`src/hcx_pkg.sv`:
```
// Package with register offsets, field positions and reset values
package hcx_pkg;
  localparam int ADDR_W = 12;
  localparam logic [ADDR_W-1:0] OFS_ADDR_EXT  = 12'h140;
  localparam logic [ADDR_W-1:0] OFS_HOST_CTRL = 12'h13C;
  localparam logic [ADDR_W-1:0] OFS_DAC_LO    = 12'h200;
  localparam logic [ADDR_W-1:0] OFS_DAC_HI    = 12'h204;
  localparam logic [ADDR_W-1:0] OFS_A31_ALIAS = 12'h20C;

  localparam int BIT_DISCARD   = 8;
  localparam int BIT_PCI_NORST = 9;
  localparam int LSZ_LO        = 10;
  localparam int LSZ_HI        = 12;
  localparam int BIT_WDOG      = 13;
  localparam int RW_LO         = 14;
  localparam int RW_HI         = 15;
  localparam int ACC_LO        = 16;
  localparam int ACC_HI        = 19;
  localparam int BST_LO        = 20;
  localparam int BST_HI        = 23;
  localparam int TRI_LO        = 24;
  localparam int TRI_HI        = 27;
  localparam int XCS_LO        = 28;
  localparam int XCS_HI        = 30;
  localparam int BIT_SERR_REQ  = 1;
  localparam int BIT_MEM_A31   = 15;
  localparam int IOA_LO        = 16;
  localparam int IOA_HI        = 31;

  localparam int LIST_BASE_BIT = 9;
  localparam logic [3:0] TIME_ZERO     = 4'h0;
  localparam logic [4:0] TIME_ZERO_VAL = 5'h10;
  localparam logic [1:0] RW_BYTE  = 2'h3;
  localparam logic [1:0] RW_WORD  = 2'h1;
  localparam logic [1:0] RW_DWORD = 2'h2;
  localparam logic [31:0] ZERO32  = 32'h0000_0000;
  localparam logic [3:0] TIME_BAD_ONE  = 4'h1;
  localparam logic [3:0] TIME_BAD_TWO  = 4'h2;
  localparam logic [16:0] LIST_MASK_RST = 17'h003FC;
endpackage

```
`src/hcx_bus_if.sv`:
```
// Interface carrying decoded write strobes between top and decoder
`timescale 1ns/1ps
interface hcx_bus_if;
  logic wr_ctrl;
  logic wr_ext;
  logic wr_dac_lo;
  logic wr_dac_hi;
  logic rd_hit;
  modport dec (output wr_ctrl, wr_ext, wr_dac_lo, wr_dac_hi, rd_hit);
  modport core (input wr_ctrl, wr_ext, wr_dac_lo, wr_dac_hi, rd_hit);
endinterface

```
`src/hcx_top.sv`:
```
// Host control upper half and PCI address extension registers
`timescale 1ns/1ps
module hcx_top
  import hcx_pkg::*;
(
  input  logic              clock,          // Fast clock
  input  logic              rst_n,          // Sync reset, active low
  input  logic [ADDR_W-1:0] addr,           // Register byte address
  input  logic              wr,             // Write strobe
  input  logic              rd,             // Read strobe
  input  logic [31:0]       wdata,          // Write data
  output logic [31:0]       rdata,          // Read data, registered
  input  logic              discard_event,  // Timer zero with data dropped
  input  logic              irq_enable,     // Normal interrupt enable
  input  logic              fiq_enable,     // Fast interrupt enable
  output logic              irq,            // Normal interrupt request
  output logic              fiq,            // Fast interrupt request
  input  logic              central_strap,  // Central function strap
  output logic              pci_rst_n,      // PCI bus reset, active low
  output logic              fifo_flush,     // FIFO reset while software PCI reset bit clear, with or without central strap
  input  logic              enq_req,        // Processor to PCI enqueue request
  output logic              enq_ok,         // Enqueue allowed
  output logic [16:0]       list_mask,      // Counting pointer bits mask
  output logic [2:0]        list_size,      // List size code
  input  logic              timer4_zero,    // Timer 4 reached zero
  output logic              wdog_reset,     // Processor reset from watchdog
  input  logic [1:0]        rom_width_strap_pins, // ROM width strap
  output logic [1:0]        rom_width,      // Captured ROM width
  output logic [4:0]        rom_access,     // First access cycles
  output logic [4:0]        rom_burst,      // Burst access cycles
  output logic [3:0]        rom_tristate,   // Tristate cycles
  output logic              rom_time_bad,   // Illegal timing value set
  output logic [2:0]        xcs_dir,        // Chip-select directions
  output logic              pci_a31,        // PCI address bit 31
  output logic [15:0]       pci_io_hi,      // PCI I/O address 31:16
  input  logic              serr_enable,    // Command register error enable
  output logic              serr_n          // System error pulse, active low
);
  import hcx_pkg::*;

  hcx_bus_if bus ();

  hcx_decode u_dec (
    .addr (addr),
    .wr   (wr),
    .rd   (rd),
    .bus  (bus)
  );

  // ****************************************
  // Register state
  // ****************************************
  logic        discard_r, discard_nxt;
  logic        norst_r, norst_nxt;
  logic [2:0]  lsz_r, lsz_nxt;
  logic        wdog_r, wdog_nxt;
  logic [1:0]  rw_r, rw_nxt;
  logic [3:0]  acc_r, acc_nxt;
  logic [3:0]  bst_r, bst_nxt;
  logic [3:0]  tri_r, tri_nxt;
  logic [2:0]  xcs_r, xcs_nxt;
  logic        serr_req_r, serr_req_nxt;
  logic        a31_r, a31_nxt;
  logic [15:0] ioa_r, ioa_nxt;
  logic [31:0] ctrl_view;
  logic [31:0] ext_view;

  function automatic logic [4:0] cyc(input logic [3:0] v);
    cyc = (v == TIME_ZERO) ? TIME_ZERO_VAL : {1'b0, v};
  endfunction

  always_comb begin
    discard_nxt = discard_r;
    if (bus.wr_ctrl && !wdata[BIT_DISCARD]) begin
      discard_nxt = 1'b0;
    end
    if (discard_event) begin
      discard_nxt = 1'b1;
    end
    norst_nxt    = norst_r;
    lsz_nxt      = lsz_r;
    acc_nxt      = acc_r;
    bst_nxt      = bst_r;
    tri_nxt      = tri_r;
    xcs_nxt      = xcs_r;
    serr_req_nxt = 1'b0;
    wdog_nxt     = wdog_r;
    if (bus.wr_ctrl) begin
      norst_nxt    = wdata[BIT_PCI_NORST];
      lsz_nxt      = wdata[LSZ_HI:LSZ_LO];
      acc_nxt      = wdata[ACC_HI:ACC_LO];
      bst_nxt      = wdata[BST_HI:BST_LO];
      tri_nxt      = wdata[TRI_HI:TRI_LO];
      xcs_nxt      = wdata[XCS_HI:XCS_LO];
      serr_req_nxt = wdata[BIT_SERR_REQ];
      if (wdata[BIT_WDOG]) begin
        wdog_nxt = 1'b1;
      end
    end
    rw_nxt  = rw_r;
    a31_nxt = a31_r;
    ioa_nxt = ioa_r;
    if (bus.wr_ext) begin
      a31_nxt = wdata[BIT_MEM_A31];
      ioa_nxt = wdata[IOA_HI:IOA_LO];
    end
    if (bus.wr_dac_lo) begin
      a31_nxt = 1'b0;
    end
    if (bus.wr_dac_hi) begin
      a31_nxt = 1'b1;
    end
  end

  always_ff @(posedge clock) begin
    if (!rst_n) begin
      discard_r  <= 1'b0;
      norst_r    <= 1'b0;
      lsz_r      <= 3'h0;
      wdog_r     <= 1'b0;
      rw_r       <= rom_width_strap_pins;
      acc_r      <= 4'h0;
      bst_r      <= 4'h0;
      tri_r      <= 4'h0;
      xcs_r      <= 3'h0;
      serr_req_r <= 1'b0;
      a31_r      <= 1'b0;
      ioa_r      <= 16'h0000;
    end else begin
      discard_r  <= discard_nxt;
      norst_r    <= norst_nxt;
      lsz_r      <= lsz_nxt;
      wdog_r     <= wdog_nxt;
      rw_r       <= rw_nxt;
      acc_r      <= acc_nxt;
      bst_r      <= bst_nxt;
      tri_r      <= tri_nxt;
      xcs_r      <= xcs_nxt;
      serr_req_r <= serr_req_nxt;
      a31_r      <= a31_nxt;
      ioa_r      <= ioa_nxt;
    end
  end

  // ****************************************
  // Elaboration checks
  // ****************************************
  if (LSZ_HI - LSZ_LO + 1 != $bits(lsz_r)) begin : g_lsz_chk
    $error("List size field width mismatch");
  end
  if (LIST_BASE_BIT + (1 << $bits(lsz_r)) - 1 >= $bits(list_mask)) begin : g_mask_chk
    $error("List mask too narrow for largest size code");
  end
  if (ACC_HI - ACC_LO + 1 != $bits(acc_r)) begin : g_acc_chk
    $error("Access time field width mismatch");
  end
  if (BST_HI - BST_LO + 1 != $bits(bst_r)) begin : g_bst_chk
    $error("Burst time field width mismatch");
  end
  if (TRI_HI - TRI_LO + 1 != $bits(tri_r)) begin : g_tri_chk
    $error("Tristate time field width mismatch");
  end
  if (XCS_HI - XCS_LO + 1 != $bits(xcs_r)) begin : g_xcs_chk
    $error("Chip-select direction field width mismatch");
  end
  if (IOA_HI - IOA_LO + 1 != $bits(ioa_r)) begin : g_ioa_chk
    $error("I/O address field width mismatch");
  end

  // ****************************************
  // Read views
  // ****************************************
  always_comb begin
    ctrl_view = ZERO32;
    ctrl_view[BIT_DISCARD]   = discard_r;
    ctrl_view[BIT_PCI_NORST] = norst_r;
    ctrl_view[LSZ_HI:LSZ_LO] = lsz_r;
    ctrl_view[BIT_WDOG]      = wdog_r;
    ctrl_view[RW_HI:RW_LO]   = rw_r;
    ctrl_view[ACC_HI:ACC_LO] = acc_r;
    ctrl_view[BST_HI:BST_LO] = bst_r;
    ctrl_view[TRI_HI:TRI_LO] = tri_r;
    ctrl_view[XCS_HI:XCS_LO] = xcs_r;
    ext_view = ZERO32;
    ext_view[BIT_MEM_A31]   = a31_r;
    ext_view[IOA_HI:IOA_LO] = ioa_r;
  end

  // ****************************************
  // Registered outputs
  // ****************************************
  logic [31:0] rdata_nxt;
  logic [16:0] mask_nxt;
  logic        bad_nxt;

  always_comb begin
    rdata_nxt = ZERO32;
    if (bus.rd_hit) begin
      if (addr == OFS_HOST_CTRL) begin
        rdata_nxt = ctrl_view;
      end else if (addr == OFS_ADDR_EXT) begin
        rdata_nxt = ext_view;
      end else begin
        rdata_nxt[0] = a31_r;
      end
    end
    mask_nxt = 17'h0;
    for (int i = 2; i <= 16; i++) begin
      if (i <= LIST_BASE_BIT + int'(lsz_nxt)) begin
        mask_nxt[i] = 1'b1;
      end
    end
    bad_nxt = (acc_nxt == TIME_BAD_ONE) || (acc_nxt == TIME_BAD_TWO)
              || (bst_nxt == TIME_BAD_ONE) || (bst_nxt == TIME_BAD_TWO)
              || (tri_nxt == TIME_BAD_ONE);
  end

  always_ff @(posedge clock) begin
    if (!rst_n) begin
      rdata        <= ZERO32;
      irq          <= 1'b0;
      fiq          <= 1'b0;
      pci_rst_n    <= 1'b1;
      fifo_flush   <= 1'b0;
      enq_ok       <= 1'b0;
      list_mask    <= LIST_MASK_RST;
      list_size    <= 3'h0;
      wdog_reset   <= 1'b0;
      // Strap shown from reset on, no step at release
      rom_width    <= rom_width_strap_pins;
      rom_access   <= TIME_ZERO_VAL;
      rom_burst    <= TIME_ZERO_VAL;
      rom_tristate <= 4'h0;
      rom_time_bad <= 1'b0;
      xcs_dir      <= 3'h0;
      pci_a31      <= 1'b0;
      pci_io_hi    <= 16'h0000;
      serr_n       <= 1'b1;
    end else begin
      rdata        <= rdata_nxt;
      irq          <= discard_nxt && irq_enable;
      fiq          <= discard_nxt && fiq_enable;
      pci_rst_n    <= !(!norst_nxt && central_strap);
      fifo_flush   <= !norst_nxt;
      enq_ok       <= enq_req && norst_nxt;
      list_mask    <= mask_nxt;
      list_size    <= lsz_nxt;
      wdog_reset   <= wdog_r && timer4_zero;
      rom_width    <= rw_r;
      rom_access   <= cyc(acc_nxt);
      rom_burst    <= cyc(bst_nxt);
      rom_tristate <= tri_nxt;
      rom_time_bad <= bad_nxt;
      xcs_dir      <= xcs_nxt;
      pci_a31      <= a31_nxt;
      pci_io_hi    <= ioa_nxt;
      serr_n       <= !(serr_req_r && !central_strap && serr_enable);
    end
  end
endmodule

```
`src/hcx_decode.sv`:
```
// Address decoder producing write strobes and read hit
`timescale 1ns/1ps
module hcx_decode
  import hcx_pkg::*;
(
  input  wire logic [ADDR_W-1:0] addr,  // Byte address
  input  wire logic              wr,    // Write strobe
  input  wire logic              rd,    // Read strobe
  hcx_bus_if.dec                 bus    // Decoded strobes
);
  always_comb begin
    bus.wr_ctrl   = wr && (addr == OFS_HOST_CTRL);
    bus.wr_ext    = wr && (addr == OFS_ADDR_EXT);
    bus.wr_dac_lo = wr && (addr == OFS_DAC_LO);
    bus.wr_dac_hi = wr && (addr == OFS_DAC_HI);
    bus.rd_hit    = rd && ((addr == OFS_HOST_CTRL) || (addr == OFS_ADDR_EXT)
                    || (addr == OFS_A31_ALIAS));
  end
endmodule

```
`config.mk`:
```
export PLATFORM = sky130hd
export DESIGN_NAME = hcx_top
export DESIGN_NICKNAME = d
export VERILOG_FILES = /design/src/hcx_pkg.sv /design/src/hcx_bus_if.sv /design/src/hcx_top.sv /design/src/hcx_decode.sv
export SDC_FILE = /design/constraint.sdc
export NUM_CORES = 1
export LEC_CHECK = 0
export BUFFER_PORTS_ARGS = -buffer_cell sky130_fd_sc_hd__buf_2
export CORE_ASPECT_RATIO = 1.75
export CORE_MARGIN = 2
export CORE_UTILIZATION = 42
export DETAILED_ROUTE_END_ITERATION = 10
export HOLD_SLACK_MARGIN = 0.02
export PLACE_DENSITY = 0.78
export RECOVER_POWER = 50
export SYNTH_ARGS = -nofsm -noshare
export SYNTH_HDL_FRONTEND = slang
export SYNTH_SLANG_ARGS = --single-unit
```
`constraint.sdc`:
```
create_clock -name clock -period 2.4 [get_ports clock]
set_input_delay 0.12 -clock clock [delete_from_list [all_inputs] [get_ports clock]]
set_output_delay 0.12 -clock clock [all_outputs]
set_load 0.05 [all_outputs]
```
==> flow_summary.yaml, run 1 <==
critical_path:
  ff2ff_setup_slack_ns: 0.59
  critPathMaxStageDelay_ns: 0.37
  end_kind: "flip-flop"
  crit_chain: "buf_2 > nor4b_4 > nand4_1 > buf_4 > nand2_1 > nand2_1 > ha_1 > ha_1 > or3_1 > a21oi_1 > nor2_1"
  r2r_cells: 7
  required_ns: 2.61
  crit_buf_inv: 2
  path_max_fanout: 4
  cp_slowest_cell: "or3_1"
  worst_setup_path_start_kind: "input port"
  worst-setup-path-type: "input port to flip-flop"
  cp_top_family: "simple AND/OR/NAND/NOR gates"
  worstPathArrival_ns: 2.27
  cp.depth: 11
sta:
  setup_tns_ns: 0
  finalMaxSlewViolations: 0
  rsz0062_at_grt: "no"
  finalClockSkew_ns: 0.00497
  fmax_mhz: 487
  timing.final.crit_share_pct: 85.6
  final_hold_viol_count: 0
  setup_viol: 0
  fin_crit_ns: 2.05
  worst_pin_slew_ns: 0.859
  slew_headroom_pct: 42.8
  hold_slack_ns: 0.0385
final_layout:
  layout_commonest_cell: "dfxtp_1"
  drive_above_1_share_pct: 16.7
  area_growth_pct: 30.9
  final_cells: 624
  final_nets: 590
  n_antenna_cell: 0
  layout_common_cells: "96 x dfxtp_1, 87 x clkbuf_1, 78 x nand2_1, 49 x a21oi_1, 49 x buf_2"
power_and_ir_drop:
  leakage_nw: 1.83
  vdd_ir_drop_max_v: 0.000448
  power_density_mw_per_mm2: 719
clocking:
  h-tree-depth: 3
  clk_pin_slew_ns: 0.07
  cts_root_buf: "clkbuf_16"
  clk_latency_ns: 0.34
  cts_tree: "done"
  cts_resized: 0
  cts_buffers: 9
  clock-sinks: 98
  clock_path_buffers: 2
hold_path:
  hp-class: "input port to flip-flop"
  hold_depth: 3
placed_design:
  portBuffers: 135
  dpl.hpwl_um: 6730
  place_inst: 598
  place.gp.congestion: 0.959
logic_synthesis:
  syn_area_mm2: 0.00355
  ys_ff_latch: 98
  netlist_instances: 375
  syn_area_per_cell_um2: 9.46
  synth_cell_types: 47
  seq_area_frac_synth_pct: 55.9
  synth_edf_count: 2
  ys_warn_count: 0
  synthArstFlopShare_pct: 0
  ys.flop_type: "dfxtp_1"
floorplanning:
  ios: 153
  row_count: 44
  dieHeight_um: 126
  core-area_mm2: 0.00826
  dieArea_mm2: 0.00923
  die_w_um: 73.5
  initial_core_util_pct: 43.0
drt:
  antenna_left: 0
  viasPerCell: 5.18
  first_iter_violations: 186
  drc_errors: 0
  avgRoutedWirePerCell_um: 14.8
  vias: 3232
  wirelength_um: 9240
  drtPass1Iterations: 4
flow_run:
  max_cap_viol_count: 0
global_routing:
  antenna_found_initial: 0
  gr-total-overflow: 0
  grt_pass1_vias: 3121
  grt_max_degree: 30
  grt_pass1_wl_um: 14400
  grt_usage_pct: 20.2
outcome:
  status: "finished clean"
layer usage:
metal	global-route usage (%)	part of all wire (%)	vias up
li1	-	-	1565
met1	20.0	37	1523
met2	36.3	55	117
met3	3.71	4.6	27
met4	13.6	3.7	0
met5	0	0	-
worst register-to-register path: cells and delay by family (launching register included):
| family | cells | cell delay [ns] |
|---|---|---|
| flip-flops | 1 | 0.33 |
| AO/OA/AOI/OAI | 1 | 0.16 |
| adder cells (fa/ha/maj) | 2 | 0.51 |
| buffers and inverters | 1 | 0.09 |
| multiplexers | 1 | 0.18 |
| AND/OR/NAND/NOR | 2 | 0.42 |
stage by stage:
step	total power [mW]	instance area [um^2]	utilization, %	worst slack [ns]
6_report	3.34	4640	56.2	0.345
5_1_grt	3.44	4640	56.2	0.132
4_1_cts	3.38	4770	57.8	0.392
3_5_place_dp	1.83	4350	52.6	0.0385
3_3_place_gp	1.83	4350	52.6	0.0790
2_1_floorplan	1.77	3580	-	0.0320
sequential cells by signal, indices dropped and copies added, names as in the netlist, 2 cells and up:
name / count
rdata: 25
acc_r: 4
xcs_dir: 3
rom_tristate: 4
bst_r: 4
rom_burst: 5
rom_access: 5
rom_width: 2
list_mask: 15
list_size: 2
pci_io_hi: 16
synth_stat cells, types with 2 or more instances:
cell type,number,area [um^2]
nand3_1,3,15.0
a311oi_1,2,17.5
a21oi_1,49,245
ha_1,6,75.1
dfxtp_1,96,1920
or3_1,2,12.5
and2_1,14,87.6
inv_1,7,26.3
xnor2_1,4,35.0
nor4_1,2,12.5
o21ai_0,9,45.0
nand4_1,2,12.5
mux2i_1,2,20.0
inv_2,2,7.51
and3_1,4,25.0
a22o_1,15,131
clkbuf_1,18,67.6
nor3_1,7,35.0
nand2_1,78,293
nor2_1,15,56.3
edfxtp_1,2,60.1
and4_1,2,17.5
buf_4,10,75.1
power breakdown:
group	total [mW]	leakage, nW	switching (mW)	internal, mW
registers	1.64	0.794	0.00235	1.64
clock network	1.54	0.157	0.614	0.922
logic	0.164	0.880	0.111	0.0530
cells by family after synthesis:
| logic type | synth area share, % |
|---|---|
| other | 0.106 |
| DFF | 55.9 |
| xor gates and xnor gates | 1.23 |
| buffers and inverters | 4.97 |
| and+or+nand+nor | 20.1 |
| muxes | 1.59 |
| AOI/OAI and AO/OA | 14.0 |
| adders and majority gates | 2.12 |
final cells by class:
class	count	area, um^2
Inverter	9	33.8
Timing Repair Buffer	161	785
Tap cell	92	115
Clock buffer	9	225
Multi-Input combinational cell	248	1400
Fill cell	756	3610
Clock inverter	7	100
Sequential cell	98	1980
what timing repair did:
item | CTS | global route
endpoints found under the setup margin | 0 | 0
buffers inserted | 0 | 0
endpoints found under the hold margin | 10 | 0
hold buffers | 10 | 0
final timing paths:
kind | startpoint | end
max | addr[9] | list_mask[10]
min | wdata[28] | pci_io_hi[12]
max reg2reg | list_size[1] | list_mask[10]
min reg2reg | serr_req_r | serr_n
No activity file was read; power rests on OpenSTA's default activity.
==> run 2, diff against run 1 <==
REMOVE_ABC_BUFFERS = 1   (was default)
==> run 2 against run 1 <==
Compared with the run above: design area did not move; clock-buffer cell count stayed put; hold slack worse by 0.0097 ns; combinational power barely moved; first-iteration DRC count decreased by 17%; cell count unchanged; largest cell class unchanged; critical endpoint unchanged; non-clock buffer count did not move; power decreased by 0.63%.
==> flow_summary.yaml, run 2 (synthesized netlist as in run 1, its figures left out) <==
floorplanning:
  ios: 153
  die_w_um: 73.5
  row_count: 44
  core-area_mm2: 0.00826
  dieArea_mm2: 0.00923
  initial_core_util_pct: 43.0
  dieHeight_um: 126
sta:
  timing.final.ws_setup_ns: 0.300
  final_hold_viol_count: 0
  setup_viol: 0
  fmax_mhz: 476
  finalClockSkew_ns: 0.00616
  slew_headroom_pct: 21.7
  finalMaxSlewViolations: 0
  fin_crit_ns: 2.10
  setup_tns_ns: 0
  rsz0062_at_grt: "no"
  worst_pin_slew_ns: 1.17
  hold_slack_ns: 0.0289
  timing.final.crit_share_pct: 87.5
drt:
  drtPass1Iterations: 5
  antenna_left: 0
  vias: 3231
  first_iter_violations: 155
  wirelength_um: 9430
  drc_errors: 0
  viasPerCell: 5.18
  avgRoutedWirePerCell_um: 15.1
placed_design:
  portBuffers: 135
  place.gp.congestion: 0.866
  placed_area_mm2: 0.00437
  dpl.hpwl_um: 6800
  place_inst: 599
  pre_cts_ws_ns: 0.0295
final_layout:
  final_util_pct: 56.2
  largest_reg_flops: 25
  fillCellCount: 768
  n_antenna_cell: 0
  multi_input_area_mm2: 0.00140
  layout_common_cells: "96 x dfxtp_1, 83 x clkbuf_1, 78 x nand2_1, 53 x buf_2, 49 x a21oi_1"
  final_nets: 590
  layout_commonest_cell: "dfxtp_1"
  design_area_mm2: 0.00464
  top_regs: "rdata (25), pci_io_hi (16), list_mask (15)"
  drive_above_1_share_pct: 17.3
  seq_area_mm2: 0.00198
  final_cells: 624
  regMostFlops: "rdata"
  area_growth_pct: 30.9
critical_path:
  crit_buf_inv: 2
  worstPathArrival_ns: 2.29
  cp_slowest_cell: "or3_1"
  end_kind: "flip-flop"
  crit_path_start: "addr[9]"
  reg2reg_from: "list_size[1]"
  r2r_end: "list_mask[10]"
  critPathMaxStageDelay_ns: 0.37
  cp_top_family: "simple AND/OR/NAND/NOR gates"
  worst-setup-path-type: "input port to flip-flop"
  path_max_fanout: 4
  ff2ff_setup_slack_ns: 0.55
  worst_setup_path_start_kind: "input port"
  crit_chain: "buf_2 > nor4b_4 > nand4_1 > buf_4 > nand2_1 > nand2_1 > ha_1 > ha_1 > or3_1 > a21oi_1 > nor2_1"
  required_ns: 2.59
  r2r_cells: 7
clocking:
  clock-sinks: 98
  cts_buffers: 9
  post-cts-setup-buffers: 0
  cts_resized: 0
  h-tree-depth: 3
  clk_latency_ns: 0.34
  clock_path_buffers: 2
  cts_tree: "done"
  clk_pin_slew_ns: 0.06
  cts_root_buf: "clkbuf_16"
power_and_ir_drop:
  vdd_ir_drop_max_v: 0.000340
  p_total_mw: 3.32
  leakage_nw: 1.86
  power_density_mw_per_mm2: 715
flow_run:
  max_cap_viol_count: 0
global_routing:
  grt_max_degree: 34
  grt_pass1_wl_um: 14600
  gr-total-overflow: 0
  antenna_found_initial: 0
  grt_usage_pct: 20.6
  grt_pass1_vias: 3150
outcome:
  status: "finished clean"
hold_path:
  hold_path_startpoint: "timer4_zero"
  min_to: "wdog_reset"
  hp-class: "input port to flip-flop"
  hold_depth: 2
## run 2: changes by cell type in the layout (fill, tap and decap cells not counted), sizes merged
cell	before	now
buf	64	68
dlymetal6s4s	0	1
dlygate4sd3	10	9
clkinv	1	4
clkinvlp	1	0
inv	12	10
clkbuf	96	92
## run 2: worst register-to-register path, delay by kind of cell (launching register included)
family          cells  cell delay, ns
fa+ha+maj           2            0.51
buf+inv             1            0.09
compound gates      1            0.15
simple gates        2            0.43
mux                 1            0.19
flops               1            0.34
## run 2: where the power goes
part	total (mW)	internal (mW)	switching, mW
clock network	1.51	0.912	0.601
logic	0.165	0.0535	0.112
registers	1.64	1.64	0.00261
total	3.32	2.60	0.716
## run 2: worst max path at each step
stage | endpoint | depth (start not counted) | slack [ns]
3_3_place_gp | list_mask[10] | 11 | 0.12
2_1_floorplan | list_mask[10] | 10 | -0.31
6_report | list_mask[10] | 11 | 0.30
5_1_grt | list_mask[10] | 11 | 0.13
4_1_cts | list_mask[10] | 11 | 0.38
3_5_place_dp | list_mask[10] | 11 | 0.03
## run 2: routing by layer
metal / global-route usage, % / vias to the layer above / share of wire (%)
met3: 3.22 / 27 / 5.7
met2: 36.6 / 136 / 55
met5: 0 / - / 0
met4: 13.7 / 0 / 3.4
li1: - / 1568 / -
met1: 21.0 / 1500 / 35
## run 2: cell type report
cell class	count	area share, %
clock buffers	9	4.85
well taps	92	2.48
inverters	9	0.727
multi-input cells	248	30.2
flip-flops and latches	98	42.7
clock inverters	7	1.99
repair buffers	161	17.1
## run 2: timing repair
action / 4_1_cts / 5_1_grt
hold buffers: 9 / 0
endpoints found under the setup margin: 0 / 0
endpoints found under the hold margin: 9 / 0
==> run 3, diff against run 2 <==
PLACE_DENSITY = 0.75   (was 0.78)
==> run 3 against run 2 <==
Compared with the run above: power shrank 4.0%; clock-buffer cell count rose by 4; combinational power grew 2%; largest power group unchanged.
==> flow_summary.yaml, run 3 (synthesized netlist as in run 1, its figures left out) <==
sta:
  finalMaxSlewViolations: 0
  rsz0062_at_grt: "no"
  slew_headroom_pct: 27.2
  fmax_mhz: 481
  fin_crit_ns: 2.08
  finalClockSkew_ns: 0.00566
  worst_pin_slew_ns: 1.09
  final_hold_viol_count: 0
  setup_viol: 0
  timing.final.crit_share_pct: 86.6
final_layout:
  n_antenna_cell: 0
  seq_area_mm2: 0.00198
  drive_above_1_share_pct: 17.1
  fillCellCount: 784
  multi_input_area_mm2: 0.00142
  layout_commonest_cell: "dfxtp_1"
  design_area_mm2: 0.00467
  largest_reg_flops: 25
  area_growth_pct: 31.6
  final_nets: 595
  final_cells: 629
  regMostFlops: "rdata"
  layout_common_cells: "96 x dfxtp_1, 87 x clkbuf_1, 78 x nand2_1, 51 x buf_2, 49 x a21oi_1"
  top_regs: "rdata (25), pci_io_hi (16), list_mask (15)"
critical_path:
  required_ns: 2.58
  path_max_fanout: 4
  end_kind: "flip-flop"
  ff2ff_setup_slack_ns: 0.49
  reg2reg_from: "list_size[1]"
  worst-setup-path-type: "input port to flip-flop"
  crit_chain: "buf_2 > nor4b_4 > nand4_4 > buf_4 > nand2_1 > nand2_1 > ha_1 > ha_1 > or3_1 > a21oi_1 > nor2_1"
  r2r_cells: 7
  worstPathArrival_ns: 2.26
  cp_slowest_cell: "nor4b_4"
  r2r_end: "list_mask[10]"
  worst_setup_path_start_kind: "input port"
  critPathMaxStageDelay_ns: 0.40
global_routing:
  grt_pass1_vias: 3145
  gr-total-overflow: 0
  antenna_found_initial: 0
  grt_max_degree: 33
  grt_pass1_wl_um: 14600
  grt_usage_pct: 20.7
placed_design:
  dpl.hpwl_um: 6900
  placed_area_mm2: 0.00437
  portBuffers: 135
  place_inst: 601
  place.gp.congestion: 0.839
drt:
  drc_errors: 0
  vias: 3204
  avgRoutedWirePerCell_um: 14.8
  antenna_left: 0
  viasPerCell: 5.09
  first_iter_violations: 140
  wirelength_um: 9340
  drtPass1Iterations: 4
clocking:
  cts_buffers: 9
  clk_pin_slew_ns: 0.06
  h-tree-depth: 3
  clock_path_buffers: 2
  clock-sinks: 98
  clk_latency_ns: 0.34
  cts_tree: "done"
  cts_root_buf: "clkbuf_16"
power_and_ir_drop:
  leakage_nw: 1.85
  vdd_ir_drop_max_v: 0.000384
  power_density_mw_per_mm2: 683
floorplanning:
  ios: 153
  dieHeight_um: 126
  initial_core_util_pct: 43.0
  dieArea_mm2: 0.00923
  die_w_um: 73.5
  row_count: 44
  core-area_mm2: 0.00826
outcome:
  status: "finished clean"
hold_path:
  hold_path_startpoint: "wdata[29]"
  min_to: "pci_io_hi[13]"
  hold_depth: 3
  hp-class: "input port to flip-flop"
flow_run:
  max_cap_viol_count: 0
run 3: cell count changes in the layout (fill, tap and decap cells not counted), sizes merged:
cell,before,now
bufinv,2,0
inv,10,9
dlygate4sd3,9,12
clkbuf,92,99
clkinv,4,3
dlymetal6s4s,1,0
run 3: cell type report:
type	count	share of cell area, %
multi-input cells	248	30.4
inverters	9	0.724
flip-flops and latches	98	42.5
repair buffers	166	17.7
clock buffers	13	5.79
well taps	92	2.47
clock inverters	3	0.482
run 3: worst max path at each step:
stage             from       endpoint  slack (ns)  cells after the start
2_1_floorplan  addr[9]  list_mask[10]       -0.31                     10
3_3_place_gp   addr[9]  list_mask[10]        0.10                     11
3_5_place_dp   addr[9]  list_mask[10]      -0.007                     11
4_1_cts        addr[9]  list_mask[10]        0.36                     11
5_1_grt        addr[9]  list_mask[10]        0.18                     11
6_report       addr[9]  list_mask[10]        0.32                     11
run 3: layer usage:
metal	up-vias	track usage, %	part of all wire (%)	routed length [um]
li1	1578	-	-	-
met1	1446	20.3	35	3240
met2	139	36.8	54	5020
met3	41	3.95	5.9	552
met4	0	15.1	5.7	533
met5	-	0	0	0
run 3: report_power, final:
group / switching (mW) / internal, mW / leakage [nW]
Sequential: 0.00264 / 1.64 / 0.794
Combinational: 0.113 / 0.0559 / 0.915
Clock: 0.587 / 0.790 / 0.146
run 3: repair_timing:
item | in CTS | in global routing
gates resized for setup | 0 | 0
hold endpoints to repair | 12 | 0
hold buffers | 12 | 0
setup buffers | 0 | 0
run 3: critical path, delay by kind of cell:
kind | cells | cell delay [ns]
AOI/OAI and AO/OA | 1 | 0.17
adders and majority gates | 2 | 0.51
and+or+nand+nor | 6 | 1.15
buffers and inverters | 2 | 0.32
run 3: through the flow:
| stage | hold slack [ns] | util [%] | setup WS [ns] | power (mW) | setup TNS [ns] |
|---|---|---|---|---|---|
| after floorplan | 0.182 | - | -0.311 | 1.76 | -0.546 |
| after global placement | 0.292 | 52.9 | 0.102 | 1.83 | 0 |
| after detailed placement | 0.298 | 52.9 | -0.00669 | 1.83 | -0.00669 |
| after CTS | 0.0217 | 57.9 | 0.362 | 3.22 | 0 |
| after global routing | 0.0460 | 56.5 | 0.179 | 3.30 | 0 |
| final | 0.0333 | 56.5 | 0.321 | 3.19 | 0 |
